### src/rtl/dmt_map.vh
/*
 * Register map, field positions and reset values of the dual 8-bit match timer.
 * Assumes a byte-wide register port with 16-bit byte addresses.
 */
// Contract
// - Match of count and compare raises interrupt
// - Timers 0 and 1 join as 16-bit
// - Count source: slow clock or fast oscillator
// - Source divisible by 2 to 64, or undivided
// - Auto-reload or one-shot mode per timer
// - Compare 8 bits, resets FF, zero stores 01
// - Counter is 8-bit up-counter, resets zero
// - Any counter write clears that counter
// - Cascaded: either counter write clears both
// - Cascaded: timer 1 on overflow, no t0 irq
// - Divide codes 0-6 select 1..64, 7 undivided
// - Start bit one starts; cascaded timer1 start ignored
// - Source 0 slow, 1 fast; t0 governs cascade
`ifndef DMT_MAP_VH
`define DMT_MAP_VH

// ----------------------------------------
// Register offsets (byte addresses)
// ----------------------------------------
`define DMT_OFF_CMP0 16'hF300
`define DMT_OFF_CMP1 16'hF301
`define DMT_OFF_CNT0 16'hF310
`define DMT_OFF_CNT1 16'hF311
`define DMT_OFF_CTL0 16'hF320
`define DMT_OFF_CTL1 16'hF321
`define DMT_OFF_START 16'hF330
`define DMT_OFF_STOP 16'hF332
`define DMT_OFF_RUN 16'hF334
`define DMT_OFF_IRQ_STAT 16'hF340
`define DMT_OFF_IRQ_MASK 16'hF341

// ----------------------------------------
// Control register fields
// ----------------------------------------
`define DMT_CTL_OST 7
`define DMT_CTL_CAS 6
`define DMT_CTL_DIV_HI 5
`define DMT_CTL_DIV_LO 3
`define DMT_CTL_CS 0
`define DMT_CTL_WMASK 8'hF9

// ----------------------------------------
// Reset and special values
// ----------------------------------------
`define DMT_CMP_RST 8'hFF
`define DMT_CMP_MIN 8'h01
`define DMT_CNT_RST 8'h00
`define DMT_CTL_RST 8'h00
`define DMT_DIV_OFF 3'h7

`endif

### src/rtl/dmt_sync.v
/*
 * Two-flop synchroniser with rising-edge pulse for the count clock pins.
 * Assumes the pins toggle much slower than clk (at most clk/4).
 */
`timescale 1ns/1ps
`default_nettype none

module dmt_sync #(
	parameter W = 2 // Number of pins
) (
	// Clock and reset
	input wire clk,
	input wire srst,
	// Asynchronous pins
	input wire [W-1:0] pin,
	// One-cycle pulse per rising edge
	output wire [W-1:0] rise
);

	reg [W-1:0] meta_r; // First stage, only read by second
	reg [W-1:0] sync_r; // Second stage
	reg [W-1:0] last_r; // Delayed copy for edge detect

	// ----------------------------------------
	// Synchroniser chain
	// ----------------------------------------
	always @(posedge clk) begin
		if (srst) begin
			meta_r <= {W{1'b0}};
			sync_r <= {W{1'b0}};
			last_r <= {W{1'b0}};
		end else begin
			meta_r <= pin;
			sync_r <= meta_r;
			last_r <= sync_r;
		end
	end

	// Edge only seen after two flops
	assign rise = sync_r & ~last_r;

endmodule // dmt_sync
`default_nettype wire

### src/rtl/dmt_presc.v
/*
 * Power-of-two prescaler for one timer's count ticks.
 * Assumes tick is a one-cycle pulse in the clk domain.
 */
`timescale 1ns/1ps
`default_nettype none

module dmt_presc #(
	parameter DW = 6 // Prescaler depth, divide up to 2**DW
) (
	// Clock and reset
	input wire clk,
	input wire srst,
	// Hold at zero while the timer is idle
	input wire clr,
	// Undivided tick and divide code
	input wire tick,
	input wire [2:0] sel,
	// Divided tick
	output wire out
);

	reg [DW-1:0] cnt_r; // Free prescale count
	reg [DW-1:0] mask; // Bits that must be all ones

	// ----------------------------------------
	// Divide code to mask
	// ----------------------------------------
	always @* begin
		mask = {DW{1'b0}};
		case (sel)
			3'h0: mask = {DW{1'b0}};
			3'h1: mask = 6'h01;
			3'h2: mask = 6'h03;
			3'h3: mask = 6'h07;
			3'h4: mask = 6'h0F;
			3'h5: mask = 6'h1F;
			3'h6: mask = 6'h3F;
			default: mask = {DW{1'b0}};
		endcase
	end

	// ----------------------------------------
	// Prescale counter, restarts with the timer
	// ----------------------------------------
	always @(posedge clk) begin
		if (srst || clr) begin
			cnt_r <= {DW{1'b0}};
		end else if (tick) begin
			cnt_r <= cnt_r + {{(DW-1){1'b0}}, 1'b1};
		end
	end

	// Pass every 2**n-th tick for codes 0 to 6, every tick for code 7
	assign out = tick & ((cnt_r & mask) == mask);

endmodule // dmt_presc
`default_nettype wire

### src/rtl/dmt_top.v
/*
 * Dual 8-bit match timer with 16-bit cascade, prescalers and interrupts.
 * Assumes a byte register port on clk; count clock pins are asynchronous
 * and much slower than clk, so each rising edge is seen as one tick.
 */
// Implementation choice: strobed register access.
`timescale 1ns/1ps
`default_nettype none
`include "dmt_map.vh"

module dmt_top (
	// Clock and reset
	input wire clk,
	input wire srst,
	// Register port
	input wire [15:0] addr,
	input wire [7:0] wdata,
	input wire wr,
	input wire rd,
	output reg [7:0] rdata,
	// Count clock pins
	input wire slow_clock,
	input wire fast_osc_clock,
	// Interrupts
	output reg [1:0] match_irq,
	output reg irq
);

	// ----------------------------------------
	// State
	// ----------------------------------------
	reg [7:0] cmp0_r, cmp0_nxt; // Timer 0 compare
	reg [7:0] cmp1_r, cmp1_nxt; // Timer 1 compare
	reg [7:0] cnt0_r, cnt0_nxt; // Timer 0 counter
	reg [7:0] cnt1_r, cnt1_nxt; // Timer 1 counter
	reg [7:0] ctl0_r, ctl0_nxt; // Timer 0 control
	reg [7:0] ctl1_r, ctl1_nxt; // Timer 1 control
	reg run0_r, run0_nxt; // Timer 0 running flag
	reg run1_r, run1_nxt; // Timer 1 running flag
	reg [1:0] stat_r, stat_nxt; // Sticky match status
	reg [1:0] mask_r, mask_nxt; // Interrupt enable
	reg [1:0] hit; // Match events this cycle
	reg [7:0] rd_mux; // Read data source
	reg [7:0] inc0; // Timer 0 plus one
	reg [7:0] inc1; // Timer 1 plus one
	reg [15:0] inc16; // Cascaded pair plus one

	// ----------------------------------------
	// Decoded control fields
	// ----------------------------------------
	wire casc; // Cascade select
	wire ost0; // Timer 0 one-shot
	wire ost1; // Timer 1 one-shot
	wire cs0; // Timer 0 source
	wire cs1; // Timer 1 source, overridden in cascade
	wire [2:0] div0; // Timer 0 divide code
	wire [2:0] div1; // Timer 1 divide code

	assign casc = ctl0_r[`DMT_CTL_CAS];
	assign ost0 = ctl0_r[`DMT_CTL_OST];
	assign ost1 = ctl1_r[`DMT_CTL_OST];
	assign cs0 = ctl0_r[`DMT_CTL_CS];
	assign cs1 = casc ? cs0 : ctl1_r[`DMT_CTL_CS];
	assign div0 = ctl0_r[`DMT_CTL_DIV_HI:`DMT_CTL_DIV_LO];
	assign div1 = ctl1_r[`DMT_CTL_DIV_HI:`DMT_CTL_DIV_LO];

	// ----------------------------------------
	// Count clock ticks
	// ----------------------------------------
	wire [1:0] src_rise; // Bit 0 slow, bit 1 fast
	wire src0_tick; // Selected tick, timer 0
	wire src1_tick; // Selected tick, timer 1
	wire p0_tick; // Divided tick, timer 0
	wire p1_tick; // Divided tick, timer 1

	// Pins are foreign to clk, so they pass the synchroniser first
	dmt_sync #(
		.W(2)
	) u_sync (
		.clk(clk),
		.srst(srst),
		.pin({fast_osc_clock, slow_clock}),
		.rise(src_rise)
	);

	// Zero picks the slow clock, one the fast oscillator
	assign src0_tick = cs0 ? src_rise[1] : src_rise[0];
	assign src1_tick = cs1 ? src_rise[1] : src_rise[0];

	// Prescaler idles at zero so each start begins a full period
	dmt_presc #(
		.DW(6)
	) u_presc0 (
		.clk(clk),
		.srst(srst),
		.clr(~run0_r),
		.tick(src0_tick),
		.sel(div0),
		.out(p0_tick)
	);

	dmt_presc #(
		.DW(6)
	) u_presc1 (
		.clk(clk),
		.srst(srst),
		.clr(~run1_r),
		.tick(src1_tick),
		.sel(div1),
		.out(p1_tick)
	);

	// ----------------------------------------
	// Next-state logic
	// ----------------------------------------
	// Counting first, then bus writes, so a write in the same cycle
	// as a tick has the final word on the counter.
	always @* begin
		cmp0_nxt = cmp0_r;
		cmp1_nxt = cmp1_r;
		cnt0_nxt = cnt0_r;
		cnt1_nxt = cnt1_r;
		ctl0_nxt = ctl0_r;
		ctl1_nxt = ctl1_r;
		run0_nxt = run0_r;
		run1_nxt = run1_r;
		mask_nxt = mask_r;
		hit = 2'h0;
		inc0 = cnt0_r + 8'h01;
		inc1 = cnt1_r + 8'h01;
		inc16 = {cnt1_r, cnt0_r} + 16'h0001;

		// Timer 0, or the cascaded pair
		if (run0_r && p0_tick) begin
			if (casc) begin
				// Low byte carry ripples into timer 1
				if (inc16 == {cmp1_r, cmp0_r}) begin
					cnt0_nxt = 8'h00;
					cnt1_nxt = 8'h00;
					hit[1] = 1'b1;
					if (ost0) begin
						run0_nxt = 1'b0;
						run1_nxt = 1'b0;
					end
				end else begin
					cnt0_nxt = inc16[7:0];
					cnt1_nxt = inc16[15:8];
				end
			end else begin
				if (inc0 == cmp0_r) begin
					cnt0_nxt = 8'h00;
					hit[0] = 1'b1;
					if (ost0) begin
						run0_nxt = 1'b0;
					end
				end else begin
					cnt0_nxt = inc0;
				end
			end
		end

		// Timer 1 on its own
		if (!casc && run1_r && p1_tick) begin
			if (inc1 == cmp1_r) begin
				cnt1_nxt = 8'h00;
				hit[1] = 1'b1;
				if (ost1) begin
					run1_nxt = 1'b0;
				end
			end else begin
				cnt1_nxt = inc1;
			end
		end

		// Bus writes
		if (wr) begin
			case (addr)
				`DMT_OFF_CMP0: begin
					// Zero would only match on the wrap from FF, so it is stored as one
					cmp0_nxt = (wdata == 8'h00) ? `DMT_CMP_MIN : wdata;
				end
				`DMT_OFF_CMP1: begin
					cmp1_nxt = (wdata == 8'h00) ? `DMT_CMP_MIN : wdata;
				end
				`DMT_OFF_CNT0, `DMT_OFF_CNT1: begin
					// Data is ignored; the write only clears
					if (casc) begin
						cnt0_nxt = `DMT_CNT_RST;
						cnt1_nxt = `DMT_CNT_RST;
					end else if (addr == `DMT_OFF_CNT0) begin
						cnt0_nxt = `DMT_CNT_RST;
					end else begin
						cnt1_nxt = `DMT_CNT_RST;
					end
				end
				`DMT_OFF_CTL0: begin
					ctl0_nxt = wdata & `DMT_CTL_WMASK;
				end
				`DMT_OFF_CTL1: begin
					ctl1_nxt = wdata & `DMT_CTL_WMASK;
				end
				`DMT_OFF_START: begin
					// A zero bit keeps the current state
					if (wdata[0]) begin
						run0_nxt = 1'b1;
						if (casc) begin
							run1_nxt = 1'b1;
						end
					end
					if (wdata[1] && !casc) begin
						run1_nxt = 1'b1;
					end
				end
				`DMT_OFF_STOP: begin
					if (wdata[0]) begin
						run0_nxt = 1'b0;
						if (casc) begin
							run1_nxt = 1'b0;
						end
					end
					// Timer 1 stop ignored while cascaded
					if (wdata[1] && !casc) begin
						run1_nxt = 1'b0;
					end
				end
				`DMT_OFF_IRQ_MASK: begin
					mask_nxt = wdata[1:0];
				end
				default: begin
					cmp0_nxt = cmp0_nxt;
				end
			endcase
		end

		// Sticky status: write one clears, a new match wins
		stat_nxt = stat_r;
		if (wr && addr == `DMT_OFF_IRQ_STAT) begin
			stat_nxt = stat_r & ~wdata[1:0];
		end
		stat_nxt = stat_nxt | hit;
	end

	// ----------------------------------------
	// Read multiplexer
	// ----------------------------------------
	// Counters are sampled on clk, so a read never sees a half-updated
	// value; software still owes the double-read on slower parts.
	always @* begin
		rd_mux = 8'h00;
		case (addr)
			`DMT_OFF_CMP0: rd_mux = cmp0_r;
			`DMT_OFF_CMP1: rd_mux = cmp1_r;
			`DMT_OFF_CNT0: rd_mux = cnt0_r;
			`DMT_OFF_CNT1: rd_mux = cnt1_r;
			`DMT_OFF_CTL0: rd_mux = ctl0_r;
			`DMT_OFF_CTL1: rd_mux = ctl1_r;
			`DMT_OFF_RUN: rd_mux = {6'h00, run1_r, run0_r};
			`DMT_OFF_IRQ_STAT: rd_mux = {6'h00, stat_r};
			`DMT_OFF_IRQ_MASK: rd_mux = {6'h00, mask_r};
			default: rd_mux = 8'h00; // Start, stop, unmapped
		endcase
	end

	// ----------------------------------------
	// Registers
	// ----------------------------------------
	always @(posedge clk) begin
		if (srst) begin
			cmp0_r <= `DMT_CMP_RST;
			cmp1_r <= `DMT_CMP_RST;
			cnt0_r <= `DMT_CNT_RST;
			cnt1_r <= `DMT_CNT_RST;
			ctl0_r <= `DMT_CTL_RST;
			ctl1_r <= `DMT_CTL_RST;
			run0_r <= 1'b0;
			run1_r <= 1'b0;
			stat_r <= 2'h0;
			mask_r <= 2'h0;
		end else begin
			cmp0_r <= cmp0_nxt;
			cmp1_r <= cmp1_nxt;
			cnt0_r <= cnt0_nxt;
			cnt1_r <= cnt1_nxt;
			ctl0_r <= ctl0_nxt;
			ctl1_r <= ctl1_nxt;
			run0_r <= run0_nxt;
			run1_r <= run1_nxt;
			stat_r <= stat_nxt;
			mask_r <= mask_nxt;
		end
	end

	// ----------------------------------------
	// Output flops
	// ----------------------------------------
	// Read data only in the cycle after the strobe, zero otherwise
	always @(posedge clk) begin
		if (srst) begin
			rdata <= 8'h00;
			match_irq <= 2'h0;
			irq <= 1'b0;
		end else begin
			rdata <= rd ? rd_mux : 8'h00;
			match_irq <= hit;
			irq <= |(stat_r & mask_r);
		end
	end

endmodule // dmt_top
`default_nettype wire

### config.mk
export PLATFORM = sky130hd
export DESIGN_NAME = dmt_top
export DESIGN_NICKNAME = d
export VERILOG_FILES = /design/src/rtl/dmt_sync.v /design/src/rtl/dmt_presc.v /design/src/rtl/dmt_top.v
export VERILOG_INCLUDE_DIRS = /design/src /design/src/rtl
export SDC_FILE = /design/constraint.sdc
export NUM_CORES = 1
export LEC_CHECK = 0
export ABC_AREA = 1
export BUFFER_PORTS_ARGS = -buffer_cell sky130_fd_sc_hd__buf_4
export CAP_MARGIN = 20
export CORE_ASPECT_RATIO = 2
export CORE_UTILIZATION = 40
export CTS_CLUSTER_DIAMETER = 150
export CTS_CLUSTER_SIZE = 30
export DETAILED_ROUTE_END_ITERATION = 10
export PLACE_DENSITY = 0.68
export SLEW_MARGIN = 20
export SYNTH_ARGS = -nofsm -noshare
export SYNTH_HDL_FRONTEND = slang
export SYNTH_SLANG_ARGS = --single-unit
### constraint.sdc
create_clock -name clk -period 2.55 [get_ports clk]
set_clock_uncertainty 0.05 [all_clocks]
set_input_delay 0.51 -clock clk [delete_from_list [all_inputs] [get_ports clk]]
set_output_delay 0.51 -clock clk [all_outputs]
set_load 0.1 [all_outputs]
======== Yosys cells after proc, flatten, opt, wreduce, memory -nomap -nowiden ========
Index checks and enable logic that the tools add are counted.
operators by class
  $add $sub $neg .......................... 5
  equality and inequality tests ........... 28
  muxes and demuxes ....................... 56
  bitwise logic cells ..................... 13
  reductions and logical operators ........ 17
operator list
  cell                     count
  $eq A16 B16 Y1 const B   11
  $mux W8                  18
  $pmux W6 S6              2
  $pmux W8 S9              1
  $mux W1                  31
  $eq A3 B3 Y1 const B     6
  $add A16 B1 Y16 const B  1
  $add A8 B1 Y8 const B    2
  $eq A16 B16 Y1           1
  $eq A8 B8 Y1             2
  $add A6 B1 Y6 const B    2
  $and A6 B6 Y6            2
  $eq A3 B2 Y1 const B     4
  $eq A6 B6 Y1             2
  $reduce_and A2 Y1        5
  $logic_not A8 Y1         1
  $and A2 B2 Y2            3
  $eq A3 B1 Y1 const B     2
  $reduce_or A2 Y1         3
  $logic_and A1 B1 Y1      5
  $mux W2                  2
  $not A2 Y2               2
  $pmux W1 S2              2
  $not A1 Y1               3
  other kinds (4)          6
word-level totals
  register bits ........................... 79
  input bits .............................. 30
  output and inout port bits .............. 11

======== Longest topological paths before layout ========
Gate-level depths: netlist of the first run.
  word-level depth ........................ 15
  mapped depth ............................ 16
  gate-level depth less buffers ........... 16

======== Modules after synthesis ========
From an unflattened synthesis of the first run, not the netlist that was laid out.
unflattened totals
  cells, all modules ...................... 755
  area, all modules ....................... 4717.0 µm²
modules (own cells, without submodules)
  module     times used  cells each  area each (µm²)  sequential area each (µm²)
  dmt_top    1           627         3883.7           1221.2
  dmt_presc  2           54          330.3            120.1
  dmt_sync   1           20          172.7            120.1

======== Worst setup path before layout of the first run ========
No wires, ideal clock.
  kind .................................... flip-flop to flip-flop
  from .................................... register cnt0_r[1]
  to ...................................... register run0_r
  arrival time ............................ 1690 ps
  data required time ...................... 2368 ps
  setup slack ............................. 678 ps
  stages on the path, launching flop included .. 15
  clock period less this slack ............ 1872 ps
  cell sequence ........................... dfxtp_1 > ha_1 > nand3_2 > nor2_1 > nand2_1 > nand2_1 > nor2_1 > nor2_1 > nand2_1 > nor2_4 > nand2_1 > nor2_1 > nand2_1 > nand3_1 > a21oi_1
on the way
  cells in the longest elaborated chain, start to end .. 8
ends and longest elaborated chain
  what                                              line                          RTL
  start, declared                                   dmt_top.v:34                  reg [7:0] cnt0_r, cnt0_nxt;
  start signal, assigned                            dmt_top.v:271                 cnt0_r <= `DMT_CNT_RST;
  start signal, assigned                            dmt_top.v:282                 cnt0_r <= cnt0_nxt;
  $add A16 B1 Y16 or $add A8 B1 Y8 (tied branches)  dmt_top.v:131, dmt_top.v:129
  $eq A16 B16 Y1 or $eq A8 B8 Y1 (tied branches)    dmt_top.v:137, dmt_top.v:150
  $mux W1, on equally long branches                 dmt_top.v:137, dmt_top.v:150
  $mux W1 *                                         dmt_top.v:135                 if (casc) begin
  $mux W1 *                                         dmt_top.v:134                 if (run0_r && p0_tick) begin
  $mux W1, on equally long branches                 dmt_top.v:215, dmt_top.v:204
  $pmux W1 S2                                       dmt_top.v:177                 case (addr)
  $mux W1 *                                         dmt_top.v:176                 if (wr) begin
  end signal, assigned                              dmt_top.v:286                 run0_r <= run0_nxt;
  end, declared                                     dmt_top.v:38                  reg run0_r, run0_nxt;
Mark *: on every way between the ends. The rest lies on a longest branch, timed or not.
A chain may end at the register's enable or synchronous reset.

======== Worst setup path after layout of the first run ========
  from .................................... register cnt1_r[0]
  to ...................................... register stat_r[1]
on the way
  cells in the longest elaborated chain, start to end .. 8
ends and longest elaborated chain
  what                    line           RTL
  start, declared         dmt_top.v:35   reg [7:0] cnt1_r, cnt1_nxt;
  start signal, assigned  dmt_top.v:272  cnt1_r <= `DMT_CNT_RST;
  start signal, assigned  dmt_top.v:283  cnt1_r <= cnt1_nxt;
  $add A16 B1 Y16         dmt_top.v:131  inc16 = {cnt1_r, cnt0_r} + 16'h0001;
  $eq A16 B16 Y1          dmt_top.v:137  if (inc16 == {cmp1_r, cmp0_r}) begin
  $mux W1                 dmt_top.v:137
  $mux W1                 dmt_top.v:135
  $mux W2                 dmt_top.v:134
  $mux W1                 dmt_top.v:164  if (inc1 == cmp1_r) begin
  $mux W1 *               dmt_top.v:163  if (!casc && run1_r && p1_tick) begin
  $or A2 B2 Y2 *          dmt_top.v:240  stat_nxt = stat_nxt | hit;
  end signal, assigned    dmt_top.v:288  stat_r <= stat_nxt;
  end, declared           dmt_top.v:40   reg [1:0] stat_r, stat_nxt;
Marks and branches as above.

==> run metrics, run 1 <==
status=completed; vias in the first global route=4951; final core utilization=0.477; synthesized area per cell=about 6.5 um^2; DRC Markers=0; Worst Path Required=2770 ps; DRT antenna net count=0; fin. max-slew vios=0; CP Cell Sequence=buf_4 -> nand2_1 -> nor2_2 -> nand2_1 -> nor2_4 -> nand2_1 -> nand3_2 -> nand2_1 -> nor2_2 -> nand3_2 -> inv_4 -> nand3_4 -> a31oi_1; actual slew at the worst max-slew pin=646 ps; initial antenna violation count=0; starting density of the core=0.409; number of inserted diodes=0; Yosys Warn Count=0; maxcap violations=0; Filler Cell Count=between 1000 and 1500; CP Launch Type=register; sequential cell area=1580 um^2; post-synth top area share=0.333; GP Congestion=around 1; CP arrival=2520 ps; CTS buffer count=9; gr ovfl total=0; detailed placer's ending HPWL=12400 um; Rows=56; cts hold-fix bufs=0; 1st-iter DRT viols=356; crit path max fanout=5; vias=5075; CTS H-tree depth=3; ranking of synthesized cells by area=dfxtp_1, nand2_1, inv_1, nand3_1, a21oi_1; VDD IR-drop max=about 370 uV; endpoints failing setup=0; Yosys cell types=46; Total Routed Length=15500 um; setup TNS=0 ps; core area=11600 um^2; Clock Path Buffers=2; placed cell count=920; routed vias/inst=5.42; die area=between 10000 and 15000 um^2; Peak Freq=433 MHz; post-placement cell area=5280 um^2; IO buf count=40; Leak=2.45 nW; Ports=41; Final Hold Viols=0; Clock Latency Late Sink=350 ps; drt wl/cell=16.6 um; Sink Count=between 70 and 80; Yosys top cell by area=dfxtp_1; area of the multi-input gates=2700 um^2; clk slew on worst S/H paths=60 ps; WS Path Type=reg -> reg; root buffer cell=clkbuf_16; crit path max-delay cell type=dfxtp_1; Die H=156 um; instance count of the mapped netlist=~730; RSZ-0062 raised after global routing=false; final setup margin=243 ps; M3 GR Usage=0.0480; delay of the slowest critical-path stage=420 ps; Yosys reg bits=79; Area Growth Syn to Fin=16.7%; most used routing layer=met2; mapped cell area=roughly 4800 um^2; Total GRT Usage=0.268; GR Layer Usage met1=0.254; Global Route met2 Usage=0.477; pin count of the biggest net entering global routing=30; final net count=820; Place WS=275 ps; sequential share of the synthesized area=0.333; PD cells=456 nW/um^2; design area=5550 um^2; slew margin rel.=0.566; Hold WC Path Type=in -> reg; total power=2.53 mW; fin cells=936; fin crit period=2310 ps; CTS tree=done; share of layout cells above drive strength 1=0.137; CP most frequent cell=nand2_1; crit end category=register; period utilization=0.905; first-pass GRT wire length=24800 um; chip width=79.1 um; worst hold slack=315 ps; Mapped Nets=about 770; drt pass-1 iters=5
-- state kept, by name (all words and copies together), names as in the netlist --
| signal | flops |
|---|---|
| run0_r | 1 |
| cnt0_r | 8 |
| u_presc1.cnt_r | 6 |
| irq | 1 |
| u_presc0.cnt_r | 6 |
| rdata | 8 |
| u_sync.sync_r | 2 |
| ctl1_r | 6 |
| match_irq | 2 |
| cmp0_r | 8 |
| u_sync.last_r | 2 |
| ctl0_r | 6 |
| u_sync.meta_r | 2 |
| run1_r | 1 |
| mask_r | 2 |
| cnt1_r | 8 |
| stat_r | 2 |
| cmp1_r | 8 |
-- Yosys cell counts, drive strengths merged --
master / instances
buf: 7
nand2b: 1
a41oi: 1
inv: 104
xor2: 9
nand3: 68
and2: 1
o211ai: 16
a311oi: 1
xnor2: 1
nor3: 14
o22ai: 20
or2: 3
o21ai: 46
and3: 3
clkbuf: 8
nand2: 185
o21bai: 1
a21oi: 59
o31ai: 1
clkinv: 1
nor2: 76
dfxtp: 79
a31oi: 4
nand4: 13
a22oi: 1
o311ai: 1
ha: 4
nor4: 4
nor3b: 1
o21a: 1
-- cell type report --
type / instances / area share
Clock buffer: 10 / 0.0413
Clock inverter: 6 / 0.00654
Inverter: 105 / 0.0715
Multi-Input combinational cell: 535 / 0.487
Sequential cell: 79 / 0.285
Tap cell: 145 / 0.0327
Timing Repair Buffer: 56 / 0.0758
-- placed cells by master, fill, tap and decap left out, types with 2 or more instances in the layout --
master	instances
inv_2	2
xor2_1	9
or2_2	2
a31oi_1	4
nor3_1	13
and3_1	3
nand4_1	12
clkinv_2	4
nand2_1	175
nand2_4	2
nor2_1	63
ha_1	4
buf_4	56
o211ai_1	16
nor2_2	7
inv_1	101
nand2_2	8
o21ai_0	45
nand3_2	5
o22ai_1	20
clkbuf_16	9
nor4_1	4
a21oi_1	59
nand3_1	62
dfxtp_1	79
nor2_4	5
-- timing repair --
item | in CTS | in global routing
endpoints found under the setup margin | 0 | 1
resized for setup | 0 | 1
endpoints found under the hold margin | 0 | 0
buffers inserted | 0 | 0
-- logic make-up (layout without fill, tap and decap cells) --
logic type,after synthesis,count (layout),share of synthesized area
buf+inv,120,177,0.0990
xor+xnor,10,10,0.0184
compound gates,152,152,0.180
fa+ha+maj,4,4,0.0105
flops,79,79,0.333
simple gates,369,369,0.359
-- critical path, delay by kind of cell (launching register included) --
kind	cells	cell delay, ps
buffers and inverters	2	290
flip-flops	1	420
AND/OR/NAND/NOR	10	1280
AO/OA/AOI/OAI	1	190
-- routing by layer --
metal	vias up	wire, um
met1	2272	5310
met5	-	0
li1	2542	-
met4	0	1420
met3	81	641
met2	180	8160
-- power by group --
group	switching, mW	internal (mW)	total (mW)	leakage, nW
clock network	0.528	0.656	1.18	0.132
registers	0.000886	1.24	1.24	0.638
logic	0.0654	0.0447	0.110	1.68
total	0.594	1.94	2.53	2.45
-- path summary, 6_finish.rpt --
kind	start	depth (start not counted)	end	slack [ps]
max reg2reg	cnt1_r[0]	13	stat_r[1]	240
min	slow_clock	3	u_sync.meta_r[0]	310
max	cnt1_r[0]	13	stat_r[1]	240
min reg2reg	u_sync.meta_r[1]	2	u_sync.sync_r[1]	350
No activity file was read; power rests on OpenSTA's default activity.
==> run 2, diff against run 1 <==
Settings changed: CORE_UTILIZATION 40 to 54, PLACE_DENSITY 0.68 to 0.84.
==> run metrics, run 2 (synthesis results as in run 1) <==
status=finished, violations left; failing checks=design-rule violations; hold_sp=slow_clock; fin crit period=2380 ps (+76.6 ps); crit path buf inv count=1 (-1); crit path max-delay cell type=dfxtp_1; IO buf count=40 (unchanged); Clock Latency Late Sink=350 ps (about the same); CP most frequent cell=nand2_1; GP Congestion=1.03 (+2.5%); PD cells=504 nW/um^2 (+11%); core area=8590 um^2 (-26%); Die H=135 um (-14%); endpoints failing setup=0 (unchanged); part of the power in registers=0.442 (-0.047); worst hold slack=315 ps (+0.718 ps); CTS H-tree depth=3 (unchanged); vias=5412 (+6.6%); Total GRT Usage=0.406 (+0.138); fin. max-slew vios=0 (unchanged); CTS buffer count=9 (unchanged); Peak Freq=420 MHz (-3.2%); Worst Path Required=2780 ps (about the same); crit end category=register; Final Hold Viols=0 (unchanged); first-pass GRT wire length=26700 um (+7.6%); DRC Markers=1 (+1); most used routing layer=met2; Clock Path Buffers=2 (unchanged); chip width=68.3 um (-14%); RR Startpoint=cnt0_r[0]; crit path max fanout=4 (-1); routed vias/inst=6.09 (+12%); placed cell count=873 (-5.1%); maxcap violations=0 (unchanged); M3 GR Usage=0.139 (+0.0906); CTS tree=done; CP arrival=2620 ps (+100 ps); Leak=2.47 nW (+0.82%); Post-CTS Setup Repair Bufs=0 (unchanged); vias in the first global route=5234 (+5.7%); Internal=2.20 mW (+13%); number of inserted diodes=0 (unchanged); actual slew at the worst max-slew pin=873 ps (+227 ps); clk slew on worst S/H paths=70 ps (about the same); Total Routed Length=17200 um (+11%); Sink Count=79 (unchanged); commonest non-fill, non-tap cell in the layout=nand2_1; drt wl/cell=19.4 um (+17%); gr ovfl total=0 (unchanged); clock group share of total power=0.519 (+0.052); CP Launch Type=register; Comb pwr share=0.039 (-0.004); crit path from=cnt0_r[0]; period utilization=0.935 (+0.0300); fin cells=889 (-5.0%); 1st-iter DRT viols=512 (+44%); final net count=818 (-0.24%); share of layout cells above drive strength 1=0.139 (+0.00288); RSZ-0062 raised after global routing=false; die area=9200 um^2 (-25%); CP top delay family=simple AND/OR/NAND/NOR gates; Rows=48 (-14%); Ports=41 (unchanged); GR Layer Usage met1=0.387 (+0.133); setup TNS=0 ps (unchanged); starting density of the core=0.553 (+0.145); detailed placer's ending HPWL=13000 um (+5.6%); Hold WC Path Type=in -> reg; sw frac=0.216 (-0.0186); CP Cell Sequence=ha_1 -> nand3_2 -> nor2_1 -> nand2_1 -> nand2_1 -> nor2_1 -> inv_1 -> nand2_1 -> nor2_1 -> nand2_1 -> nor2_4 -> and3_2 -> o21bai_1; WS Path Type=reg -> reg; commonest non-fill, non-tap cells in the layout=nand2_1, inv_1, dfxtp_1; initial antenna violation count=0 (unchanged); pin count of the biggest net entering global routing=26 (-13%); DRT antenna net count=0 (unchanged); delay of the slowest critical-path stage=390 ps (-30 ps); Net Switching=0.605 mW (+1.8%); Area Growth Syn to Fin=16.8% (about the same); drt pass-1 iters=10 (+5); Global Route met2 Usage=0.667 (+0.190); VDD IR-drop max=464 uV (+25%); root buffer cell=clkbuf_16; slew margin rel.=0.413 (-0.153)
[run 2: changes by cell type in the layout (fill, tap and decap cells not counted), sizes merged]
cell | before | now
clkinv | 5 | 1
bufinv | 0 | 2
clkbuf | 10 | 12
buf | 56 | 54
[run 2: power by group through the flow]
stage / Sequential [mW] / Combinational [mW] / Clock (mW)
6_report: 1.24 / 0.109 / 1.45
5_1_grt: 1.24 / 0.118 / 1.51
3_3_place_gp: 1.27 / 0.105 / 0
3_5_place_dp: 1.27 / 0.107 / 0
4_1_cts: 1.24 / 0.108 / 1.46
2_1_floorplan: 1.27 / 0.0464 / 0
[run 2: worst min-delay path, stage by stage]
cell and delay [ps]:
buf_4 70, inv_1 30, nor2_1 60
[run 2: final timing paths]
check / endpoint / slack [ps] / cells after the start
max: stat_r[0] / 170 / 13
min: u_sync.meta_r[0] / 320 / 3
max reg2reg: stat_r[0] / 170 / 13
min reg2reg: u_sync.sync_r[1] / 370 / 2
[run 2: per-stage QoR]
| step | cell area [um^2] | setup slack (ps) | power, mW | util |
|---|---|---|---|---|
| after floorplan | 4750 | 678 | 1.31 | - |
| after global placement | 5210 | 248 | 1.37 | 0.607 |
| after detailed placement | 5210 | 188 | 1.37 | 0.607 |
| after CTS | 5540 | 172 | 2.80 | 0.645 |
| after global routing | 5550 | 12.9 | 2.86 | 0.647 |
| final | 5550 | 166 | 2.80 | 0.647 |
[run 2: area by class of cell]
type	instances	area, um^2
flip-flops and latches	79	1580
clock inverters	4	76.3
clock buffers	12	256
fillers	813	3040
repair buffers	54	405
inverters	105	397
multi-input cells	535	2710
well taps	100	125
[run 2: per-layer routing]
layer	wire (um)	up-vias
met2	8710	301
met5	0	-
met3	1460	108
li1	-	2533
met4	1440	0
met1	5610	2470
[run 2: what timing repair did]
item	CTS	global route
setup endpoints to repair	0	21
hold buffers	0	0
endpoints found under the hold margin	0	0
resized for setup	0	5
==> run 3, diff against run 2 <==
Settings changed: SYNTH_HIERARCHICAL from default to 1.
==> run metrics, run 3 <==
status=completed; mapped cell area=4720 um^2 (-0.76%); placed cell count=906 (+3.8%); DR top layer=met4; clk slew on worst S/H paths=60 ps (about the same); crit end category=register; CTS buffer count=9 (unchanged); Die H=134 um (-0.37%); WS Path Type=reg -> reg; number of synthesized flops with an enable pin=0 (unchanged); commonest non-fill, non-tap cells in the layout=nand2_1, inv_1, dfxtp_1; synthesized area per cell=6.25 um^2 (-3.5%); CTS H-tree depth=3 (unchanged); sw frac=0.229 (+0.0131); CP most frequent cell=nand2_1; Sink Count=79 (unchanged); vias in the first global route=5478 (+4.7%); Total Routed Length=18900 um (+9.9%); detailed placer's ending HPWL=14300 um (+9.6%); GP Congestion=1.09 (+6.3%); pin count of the biggest net entering global routing=23 (-12%); CP Launch Type=register; crit path max fanout=12 (+8); CP arrival=2610 ps (about the same); clock group share of total power=0.494 (-0.025); met3 WL=1640 um (+12%); Net Switching=0.615 mW (+1.8%); post-synth top area share=0.335 (+0.00256); ranking of synthesized cells by area=dfxtp_1, nand2_1, inv_1, nand3_1, nor2_1; period utilization=0.954 (+0.0190); number of inserted diodes=0 (unchanged); starting density of the core=0.565 (+0.0114); Comb pwr share=0.045 (+0.006); part of the power in registers=0.461 (+0.019); Main synth FF type=dfxtp_1; final core utilization=0.672 (+0.0256); Leak=2.53 nW (+2.7%); first-pass GRT wire length=29800 um (+12%); most common cell in the netlist=nand2_1; drt pass-1 iters=6 (-4); chip width=68.1 um (-0.37%); Worst Path Required=2730 ps (-50 ps); DRT antenna net count=0 (unchanged); maxcap violations=0 (unchanged); final net count=854 (+4.4%); CP Cell Sequence=nand2_1 -> nor2_1 -> nand3_1 -> nand2_1 -> nand2_1 -> nand2_1 -> nand2_1 -> nor2_1 -> nand2_1 -> nor2_2 -> nand2_2 -> nand3_1 -> a21oi_1; design area=5610 um^2 (+1.1%); fin cells=923 (+3.8%); drt wl/cell=20.5 um (+5.9%); share of layout cells above drive strength 1=0.137 (-0.00245); Rows=47 (-2.1%); Async SR Flop Fraction=0 (unchanged); Peak Freq=411 MHz (-2.0%); DRT met1 WL=5930 um (+5.8%); Final Hold Viols=0 (unchanged); fin crit period=2430 ps (+48.5 ps); CTS tree=done; Yosys cell types=33 (-28%); root buffer cell=clkbuf_16; Yosys reg bits=79 (unchanged); IO buf count=40 (unchanged); Ports=41 (unchanged); vias=5674 (+4.8%); Total GRT Usage=0.460 (+0.0542); die area=9140 um^2 (-0.75%); Area Growth Syn to Fin=19.0%; fin. max-slew vios=0 (unchanged); met2 WL=9090 um (+4.3%); delay of the slowest critical-path stage=440 ps (+50 ps); actual slew at the worst max-slew pin=708 ps (-165 ps); commonest cells in the netlist=nand2_1, inv_1, dfxtp_1; crit path max-delay cell type=dfxtp_1; instance count of the mapped netlist=755 (+2.9%); commonest non-fill, non-tap cell in the layout=nand2_1; core area=8350 um^2 (-2.8%); routed vias/inst=6.15 (+0.98%); slew margin rel.=0.524 (+0.110); DRC Markers=0 (-1); sequential share of the synthesized area=0.335 (+0.00256); VDD IR-drop max=474 uV (+2.2%); post-placement cell area=5270 um^2 (+1.2%); Mapped Nets=789 (+2.7%); 1st-iter DRT viols=558 (+9.0%); endpoints failing setup=0 (unchanged); initial antenna violation count=0 (unchanged); Hold WC Path Type=in -> reg; Internal=2.07 mW (-5.6%); gr ovfl total=0 (unchanged); Clock Latency Late Sink=350 ps (about the same); Yosys top cell by area=dfxtp_1; PD cells=479 nW/um^2 (-5.1%); Yosys Warn Count=6 (+6); Clock Path Buffers=2 (unchanged); cts hold-fix bufs=0 (unchanged)
-- run 3: path summary, 6_finish.rpt --
kind	startpoint	to	slack [ps]	cells past startpoint
min	slow_clock	u_sync/meta_r[0]	330	3
max	cnt1_r[1]	cnt0_r[0]	120	13
max reg2reg	cnt1_r[1]	cnt0_r[0]	120	13
min reg2reg	u_sync/meta_r[0]	u_sync/sync_r[0]	360	2
-- run 3: power groups by stage --
stage	logic, mW	clock network, mW	registers, mW
final	0.121	1.33	1.24
after global placement	0.113	0	1.27
after floorplan	0.0446	0	1.27
after CTS	0.117	1.33	1.24
after detailed placement	0.116	0	1.27
after global routing	0.130	1.38	1.24
-- run 3: area by class of cell --
type / count / area (um^2)
clock buffers: 10 / 239
clock inverters: 6 / 67.6
fillers: 774 / 2740
inverters: 124 / 469
multi-input cells: 541 / 2650
flip-flops and latches: 79 / 1580
well taps: 98 / 123
repair buffers: 65 / 488
-- run 3: metrics by stage --
| stage | total power, mW | setup TNS, ps | hold slack, ps | worst slack, ps |
|---|---|---|---|---|
| after floorplan | 1.31 | 0 | 338 | 353 |
| after global placement | 1.38 | 0 | 356 | 24.9 |
| after detailed placement | 1.38 | -55.1 | 349 | -55.1 |
| after CTS | 2.68 | 0 | 326 | 169 |
| after global routing | 2.75 | -243 | 327 | -38.6 |
| final | 2.69 | 0 | 326 | 118 |
-- run 3: kinds of logic after synthesis --
family | count (synthesis) | share of synthesized area
compound gates | 140 | 0.172
buf+inv | 135 | 0.109
flops | 79 | 0.335
xor+xnor | 5 | 0.00928
fa+ha+maj | 4 | 0.0106
simple gates | 392 | 0.363
-- run 3: critical path: cells and delay by family, from the launching register on --
| kind | cells | cell delay [ps] |
|---|---|---|
| and+or+nand+nor | 12 | 1750 |
| DFF | 1 | 440 |
| AOI/OAI and AO/OA | 1 | 70 |
-- run 3: timing repair --
item,in CTS,in global routing
endpoints found under the hold margin,0,0
gates resized for setup,0,11
buffers inserted,0,1
endpoints found under the setup margin,0,16
-- run 3: metal layers --
metal | vias up | GRT usage
li1 | 2626 | -
met1 | 2564 | 0.426
met2 | 342 | 0.708
met3 | 142 | 0.221
met4 | 0 | 0.420
met5 | - | 0
